==> config.mk <==
export PLATFORM = sky130hd
export DESIGN_NAME = srh_host
export DESIGN_NICKNAME = d
export VERILOG_FILES = /design/src/srh_pkg.sv /design/src/srh_sync_if.sv /design/src/srh_sync.sv /design/src/srh_host.sv
export VERILOG_INCLUDE_DIRS = /design/src
export SDC_FILE = /design/constraint.sdc
export NUM_CORES = 1
export LEC_CHECK = 0
export BUFFER_PORTS_ARGS = -buffer_cell sky130_fd_sc_hd__buf_2
export CAP_MARGIN = 20
export CORE_MARGIN = 1.5
export CORE_UTILIZATION = 52
export CTS_CLUSTER_SIZE = 14
export DETAILED_ROUTE_END_ITERATION = 12
export PLACE_DENSITY = 0.78
export SYNTH_ARGS = -nofsm -noshare
export SYNTH_HDL_FRONTEND = slang
export SYNTH_SLANG_ARGS = --single-unit
==> constraint.sdc <==
create_clock -name i_mclk -period 2.2 [get_ports i_mclk]
set_input_delay 0.66 -clock i_mclk [delete_from_list [all_inputs] [get_ports i_mclk]]
set_output_delay 0.66 -clock i_mclk [all_outputs]
set_load 0.005 [all_outputs]
==> src/srh_params.svh <==
// Summary of operation
// - Write strobe stays high during reads
// - Read cycle lasts at least 10 ns
// - Cycles timed from stable address onward
// - Address setup 0 ns, cycle 10 ns
// - Strobe low 9 ns, 8 with drive off
// - Data set 5 ns before write end
// - Select-ended write needs 8 ns low
// - Host never drives while memory drives
// - Read address valid as select falls
`ifndef SRH_PARAMS_SVH
`define SRH_PARAMS_SVH
`define SRH_CLK_PS 4000
`define SRH_T_RC_PS 10000
`define SRH_T_AA_PS 10000
`define SRH_T_WC_PS 10000
`define SRH_T_WP_PS 8000
`define SRH_T_DW_PS 5000
`define SRH_T_HZ_PS 5000
`define SRH_CEIL(t) (((t) + `SRH_CLK_PS - 1) / `SRH_CLK_PS)
// Three capture stages plus the agreement register
`define SRH_SYNC_CYC 4
// Data lands after the access time, then must cross the whole capture
`define SRH_RD_CYC (`SRH_T_AA_PS / `SRH_CLK_PS + 1 + `SRH_SYNC_CYC)
`define SRH_WC_CYC `SRH_CEIL(`SRH_T_WC_PS)
`define SRH_WP_CYC `SRH_CEIL(`SRH_T_WP_PS)
`define SRH_DW_CYC `SRH_CEIL(`SRH_T_DW_PS)
`define SRH_HZ_CYC `SRH_CEIL(`SRH_T_HZ_PS)
// Strobe low: memory release wait, then the data setup time
`define SRH_WR_CYC (`SRH_HZ_CYC + `SRH_DW_CYC)
`define SRH_CNT_W 4
`define SRH_ADDR_W 17
`define SRH_DATA_W 8
`define SRH_CNT_ONE 4'h1
`define SRH_CNT_ZERO 4'h0
`define SRH_ADDR_ZERO 17'h00000
`define SRH_DATA_ZERO 8'h00
`define SRH_SYNC_ZERO 3'h0
`endif

==> src/srh_pkg.sv <==
`include "srh_params.svh"
package srh_pkg;
   // One-hot sequencer states
   typedef enum logic [4:0] {
      SRH_IDLE = 5'h01,
      SRH_RD = 5'h02,
      SRH_WR = 5'h04,
      SRH_WEND = 5'h08,
      SRH_GAP = 5'h10
   } srh_state_e;
   typedef logic [`SRH_CNT_W-1:0] srh_cnt_t;
endpackage : srh_pkg

==> src/srh_sync_if.sv <==
`timescale 1ns/1ps
`default_nettype none
// Raw pin lanes in, settled lanes out
interface srh_sync_if;
   logic [7:0] raw;
   logic [7:0] clean;
   modport src (output raw, input clean);
   modport snk (input raw, output clean);
endinterface : srh_sync_if
`default_nettype wire

==> src/srh_sync.sv <==
`timescale 1ns/1ps
`default_nettype none
`include "srh_params.svh"
// Three-stage capture of the shared lanes
module srh_sync (
   input wire logic i_mclk,
   input wire logic i_resetn,
   srh_sync_if.snk s
);
   logic [7:0] st1_r; // Metastable stage, read only by st2
   logic [7:0] st2_r;
   logic [7:0] st3_r;
   logic [7:0] clean_r;
   logic [7:0] clean_nxt;
   // Accept a value once stages two and three agree
   always_comb begin
      clean_nxt = clean_r;
      if (st2_r == st3_r) begin
         clean_nxt = st3_r;
      end
   end
   // Stage registers
   always_ff @(posedge i_mclk or negedge i_resetn) begin
      if (!i_resetn) begin
         st1_r <= `SRH_DATA_ZERO;
         st2_r <= `SRH_DATA_ZERO;
         st3_r <= `SRH_DATA_ZERO;
         clean_r <= `SRH_DATA_ZERO;
      end else begin
         st1_r <= s.raw;
         st2_r <= st1_r;
         st3_r <= st2_r;
         clean_r <= clean_nxt;
      end
   end
   assign s.clean = clean_r;
endmodule : srh_sync
`default_nettype wire

==> src/srh_host.sv <==
`timescale 1ns/1ps
`default_nettype none
`include "srh_params.svh"
// Host sequencer for a 128K x 8 asynchronous static memory
module srh_host (
   input wire logic i_mclk,
   input wire logic i_resetn,
   input wire logic i_req, // Request pulse or level, taken when ready
   input wire logic i_we, // High for write
   input wire logic [16:0] i_addr,
   input wire logic [7:0] i_wdata,
   output logic o_ready,
   output logic o_rvalid,
   output logic [7:0] o_rdata,
   output logic [16:0] o_mem_addr,
   output logic o_mem_cs_n,
   output logic o_mem_oe_n,
   output logic o_mem_we_n,
   output logic [7:0] o_shared_bus_lanes_o,
   output logic o_shared_bus_lanes_oe,
   input wire logic [7:0] i_shared_bus_lanes_i
);
   srh_pkg::srh_state_e state_r, state_nxt;
   srh_pkg::srh_cnt_t cnt_r, cnt_nxt;
   logic [16:0] addr_r, addr_nxt;
   logic [7:0] wdat_r, wdat_nxt;
   logic [7:0] rdat_r, rdat_nxt;
   logic cs_n_r, cs_n_nxt;
   logic oe_n_r, oe_n_nxt;
   logic we_n_r, we_n_nxt;
   logic drv_r, drv_nxt;
   logic rv_r, rv_nxt;
   logic rdy_r, rdy_nxt;

   srh_sync_if sif ();
   // Read data passes the three-stage capture
   assign sif.raw = i_shared_bus_lanes_i;
   srh_sync u_sync (
      .i_mclk(i_mclk),
      .i_resetn(i_resetn),
      .s(sif.snk)
   );
   // Counter decrement, used in several states
   function automatic srh_pkg::srh_cnt_t dec(input srh_pkg::srh_cnt_t c);
      dec = (c == `SRH_CNT_ZERO) ? `SRH_CNT_ZERO : c - `SRH_CNT_ONE;
   endfunction : dec
   // Next-state and pin values
   always_comb begin
      state_nxt = state_r;
      cnt_nxt = dec(cnt_r);
      addr_nxt = addr_r;
      wdat_nxt = wdat_r;
      rdat_nxt = rdat_r;
      cs_n_nxt = cs_n_r;
      oe_n_nxt = oe_n_r;
      we_n_nxt = we_n_r;
      drv_nxt = drv_r;
      rv_nxt = 1'b0;
      rdy_nxt = rdy_r;
      unique case (state_r)
         srh_pkg::SRH_IDLE: begin
            if (i_req && rdy_r) begin
               // Address set on the same edge that select falls
               addr_nxt = i_addr;
               wdat_nxt = i_wdata;
               cs_n_nxt = 1'b0;
               rdy_nxt = 1'b0;
               if (i_we) begin
                  // Drive enable stays high, so the 8 ns pulse applies
                  we_n_nxt = 1'b0;
                  oe_n_nxt = 1'b1;
                  cnt_nxt = srh_pkg::srh_cnt_t'(`SRH_WR_CYC);
                  state_nxt = srh_pkg::SRH_WR;
               end else begin
                  // Strobe held high for the whole read
                  we_n_nxt = 1'b1;
                  oe_n_nxt = 1'b0;
                  cnt_nxt = srh_pkg::srh_cnt_t'(`SRH_RD_CYC);
                  state_nxt = srh_pkg::SRH_RD;
               end
            end
         end
         srh_pkg::SRH_RD: begin
            // Wait access time plus capture latency
            if (cnt_r == `SRH_CNT_ONE) begin
               rdat_nxt = sif.clean;
               rv_nxt = 1'b1;
               cs_n_nxt = 1'b1;
               oe_n_nxt = 1'b1;
               cnt_nxt = srh_pkg::srh_cnt_t'(`SRH_HZ_CYC);
               state_nxt = srh_pkg::SRH_GAP;
            end
         end
         srh_pkg::SRH_WR: begin
            // Memory may still drive after strobe falls; wait it out,
            // then leave the data a full setup time before the strobe
            if (cnt_r == srh_pkg::srh_cnt_t'(`SRH_DW_CYC + 1)) begin
               drv_nxt = 1'b1;
            end
            if (cnt_r == `SRH_CNT_ONE) begin
               we_n_nxt = 1'b1;
               state_nxt = srh_pkg::SRH_WEND;
            end
         end
         srh_pkg::SRH_WEND: begin
            // Data and select removed after strobe rises, hold is 0
            drv_nxt = 1'b0;
            cs_n_nxt = 1'b1;
            cnt_nxt = srh_pkg::srh_cnt_t'(`SRH_HZ_CYC);
            state_nxt = srh_pkg::SRH_GAP;
         end
         srh_pkg::SRH_GAP: begin
            // Bus turnaround before the next cycle
            if (cnt_r <= `SRH_CNT_ONE) begin
               rdy_nxt = 1'b1;
               state_nxt = srh_pkg::SRH_IDLE;
            end
         end
         default: begin
            state_nxt = srh_pkg::SRH_IDLE;
            cs_n_nxt = 1'b1;
            oe_n_nxt = 1'b1;
            we_n_nxt = 1'b1;
            drv_nxt = 1'b0;
            rdy_nxt = 1'b1;
         end
      endcase
   end
   // State registers
   always_ff @(posedge i_mclk or negedge i_resetn) begin
      if (!i_resetn) begin
         state_r <= srh_pkg::SRH_IDLE;
         cnt_r <= `SRH_CNT_ZERO;
         addr_r <= `SRH_ADDR_ZERO;
         wdat_r <= `SRH_DATA_ZERO;
         rdat_r <= `SRH_DATA_ZERO;
         cs_n_r <= 1'b1;
         oe_n_r <= 1'b1;
         we_n_r <= 1'b1;
         drv_r <= 1'b0;
         rv_r <= 1'b0;
         rdy_r <= 1'b1;
      end else begin
         state_r <= state_nxt;
         cnt_r <= cnt_nxt;
         addr_r <= addr_nxt;
         wdat_r <= wdat_nxt;
         rdat_r <= rdat_nxt;
         cs_n_r <= cs_n_nxt;
         oe_n_r <= oe_n_nxt;
         we_n_r <= we_n_nxt;
         drv_r <= drv_nxt;
         rv_r <= rv_nxt;
         rdy_r <= rdy_nxt;
      end
   end
   assign o_ready = rdy_r;
   assign o_rvalid = rv_r;
   assign o_rdata = rdat_r;
   assign o_mem_addr = addr_r;
   assign o_mem_cs_n = cs_n_r;
   assign o_mem_oe_n = oe_n_r;
   assign o_mem_we_n = we_n_r;
   assign o_shared_bus_lanes_o = wdat_r;
   assign o_shared_bus_lanes_oe = drv_r;
endmodule : srh_host
`default_nettype wire

==> results.sh <==
export IMPL_synthTopCellsByArea="dfrtp_1 (61%), nand2_1 (9.8%), mux2_2 (5.9%)"
export IMPL_place_gp_congestion=0.8875
export IMPL_netlist_cell_type_count=37
export IMPL_syn_to_final_growth_pct=21.46
export IMPL_crit_chain="nor4_2, nand4_1, buf_4, nand2_1, nand2_1"
export IMPL_yosysTopAreaCellShare_pct=61.07
export IMPL_finalCritPeriodShare_pct=84.30
export IMPL_clk_pin_slew_ps=80
export IMPL_cts_buffers=9
export IMPL_final_common_cell="nand2_1"
export IMPL_clock_fmax_mhz=539.2
export IMPL_rsz0062_at_grt="false"
export IMPL_r2r_slack_ps=350
export IMPL_drc=0
export IMPL_htree_levels=3
export IMPL_outcome="complete, no violations"
export IMPL_worstMarginPinSlew_ps=473.3
export IMPL_n_antenna_cell=0
export IMPL_final_setup_tns_ps=0
export IMPL_cts_setup_buffers=0
export IMPL_antenna_found_initial=0
export IMPL_finalMaxSlewViolations=0
export IMPL_fp_dieW_um=79.88
export IMPL_syn_area_um2=3073
export IMPL_initial_utilization_pct=54.80
export IMPL_max_cap_violations=0
export IMPL_hold_viol=0
export IMPL_yosysTopAreaCell="dfrtp_1"
export IMPL_max_stage_delay_ps=480
export IMPL_r2r_end="o_shared_bus_lanes_o[5]$_DFFE_PN0P_"
export IMPL_fp_row_count=27
export IMPL_finalSetupViolations=0
export IMPL_drive_gt1_share_pct=34.84
export IMPL_fin_ws_ps=345.4
export IMPL_p_leak_nw=1.977
export IMPL_cts_tree="built"
export IMPL_path_max_fanout=16
export IMPL_arrival_ps=2090
export IMPL_grt_overflow_total=0
export IMPL_worstHoldPathType="primary input to asynchronous set/reset pin"
export IMPL_portBuffers=75
export IMPL_grt_pass1_wl_mm=9.936
export IMPL_track_usage_pct=21.04
export IMPL_io_pins=76
export IMPL_crit_slowest_cell="dfrtp_1"
export IMPL_netlist_instances=267
export IMPL_yosys_warnings=0
export IMPL_hold_buffers=0
export IMPL_final_cell_mix="nand2_1 (80), dfrtp_1 (75), buf_2 (74), mux2_2 (16), clkbuf_8 (11)"
export IMPL_drt_iter0_markers=134
export IMPL_async_flop_share_pct=100.0
export IMPL_reg2reg_from="state_r[2]$_DFFE_PN0P_"
export IMPL_die_area_um2=6380
export IMPL_viasPerCell=5.127
export IMPL_nets=385
export IMPL_avgSynthCellArea_um2=11.51
export IMPL_ant_nets=0
export IMPL_power_density_nw_per_um2=1211
export IMPL_worstSetupStartpointType="register"
export IMPL_synth_edf_count=0
export IMPL_layout_min_cycle_time_ps=1855
export IMPL_ir_drop_mv=0.7148
export IMPL_clock_sinks=80
export IMPL_grt_pass1_vias=2096
export IMPL_crit_path_frequent_cell="nand2_1"
export IMPL_clk_latency_ps=340
export IMPL_fp_coreArea_um2=5608
export IMPL_fin_skew_ps=7.159
export IMPL_maxSlewHeadroom_pct=68.15
export IMPL_end_kind="register"
export IMPL_required_ps=2430
export IMPL_synth_seq_area_share_pct=65.35
export IMPL_first_pass_iters=4
export IMPL_ys_ff_latch=80
export IMPL_cp_num_buf_inv=1
export IMPL_r2r_cells=5
export IMPL_die_h_um=79.88
export IMPL_vias=2179
export IMPL_crit_type="register to register"
export IMPL_grt_max_degree=42
export IMPL_root_buffer="clkbuf_8"
export IMPL_critPathTopFamily="simple AND/OR/NAND/NOR gates"
export IMPL_cts_resized=0
export IMPL_routedWlPerCell_um=13.61
export IMPL_crit_start="state_r[2]$_DFFE_PN0P_"
export IMPL_endpoint="o_shared_bus_lanes_o[5]$_DFFE_PN0P_"
export IMPL_syn_num_nets=304
export IMPL_dp_hpwl_mm=4.175
export IMPL_clockBufferDepth=2
export IMPL_routed_wl_mm=5.785
export IMPL_nFillCells=453
export IMPL_path_depth=5
export IMPL_synthFlopType="dfrtp_1"
export IMPL_dp_slack_ps=435.0
==> stage by stage <==
step | instances | hold slack [ps] | power, W | util (%) | area [um^2]
2_1_floorplan | 267 | 331.2 | 0.002993 | - | 3073
3_3_place_gp | 409 | 332.6 | 0.003481 | 63.16 | 3542
3_5_place_dp | 409 | 334.7 | 0.003546 | 63.16 | 3542
4_1_cts | 425 | 192.5 | 0.004552 | 66.56 | 3732
5_1_grt | 425 | 199.1 | 0.004857 | 66.56 | 3732
6_report | 425 | 203.5 | 0.004519 | 66.56 | 3732
==> cells in the mapped netlist, drive strengths merged (2+ instances only) <==
master   n
nand3b   3
clkbuf   3
or3      2
and2     2
a21oi    4
nor3     2
xor2     9
dfrtp   75
a211oi   3
and4     2
buf      8
o22ai    2
nand4    2
mux2    16
nor4     4
inv      6
nand3    5
nor2b    3
nand2b   2
nand2   80
dfstp    5
o21ai    6
nor2    11
o211ai   4
==> sequential cells by signal (all words and copies together), names as in the netlist <==
name,flops
cnt_r,4
o_mem_addr,17
o_mem_cs_n,1
o_mem_oe_n,1
o_mem_we_n,1
o_rdata,8
o_ready,1
o_rvalid,1
o_shared_bus_lanes_o,8
o_shared_bus_lanes_oe,1
state_r,5
u_sync.s.clean,8
u_sync.st1_r,8
u_sync.st2_r,8
u_sync.st3_r,8
==> layout make-up <==
class / count / area (um^2) / area share (%)
Clock buffer: 11 / 151.4 / 4.056
Clock inverter: 5 / 38.79 / 1.039
Inverter: 6 / 22.52 / 0.6034
Multi-Input combinational cell: 170 / 985.9 / 26.42
Sequential cell: 80 / 2008 / 53.80
Tap cell: 72 / 90.09 / 2.414
Timing Repair Buffer: 81 / 435.4 / 11.67
==> power by group <==
group,total (W),switching [W],internal [W]
clock,0.000995,0.000518,0.000477
combinational,0.00136,0.000749,0.000611
sequential,0.00216,0.000288,0.00188
==> metal layers <==
layer	wire [um]	vias up	share of wire, %	GRT usage, %
li1	-	1059	-	-
met1	2614	1032	45	28.46
met2	2713	74	47	31.10
met3	319	14	5.5	5.943
met4	138	0	2.4	10.69
met5	0	-	0	0
==> logic make-up (layout without fill, tap and decap cells) <==
group	count (synthesis)	count (layout)	synth area share (%)
AO/OA/AOI/OAI	23	23	5.090
XOR/XNOR	9	9	2.565
buffers and inverters	17	103	2.565
AND/OR/NAND/NOR	122	122	18.57
flip-flops	80	80	65.35
multiplexers	16	16	5.863
==> worst min path at each step <==
stage | end | depth (start not counted) | from | slack (ps)
floorplan | u_sync.st2_r[0]$_DFF_PN0_ | 0 | u_sync.st1_r[0]$_DFF_PN0_ | 330
finish | o_mem_addr[14]$_DFFE_PN0P_ | 1 | i_resetn | 200
detailed placement | u_sync.st2_r[1]$_DFF_PN0_ | 0 | u_sync.st1_r[1]$_DFF_PN0_ | 330
global route | o_mem_addr[3]$_DFFE_PN0P_ | 1 | i_resetn | 200
global placement | u_sync.st2_r[5]$_DFF_PN0_ | 0 | u_sync.st1_r[5]$_DFF_PN0_ | 330
CTS | o_shared_bus_lanes_o[1]$_DFFE_PN0P_ | 1 | i_resetn | 190
(Power assumes the default switching activity.)
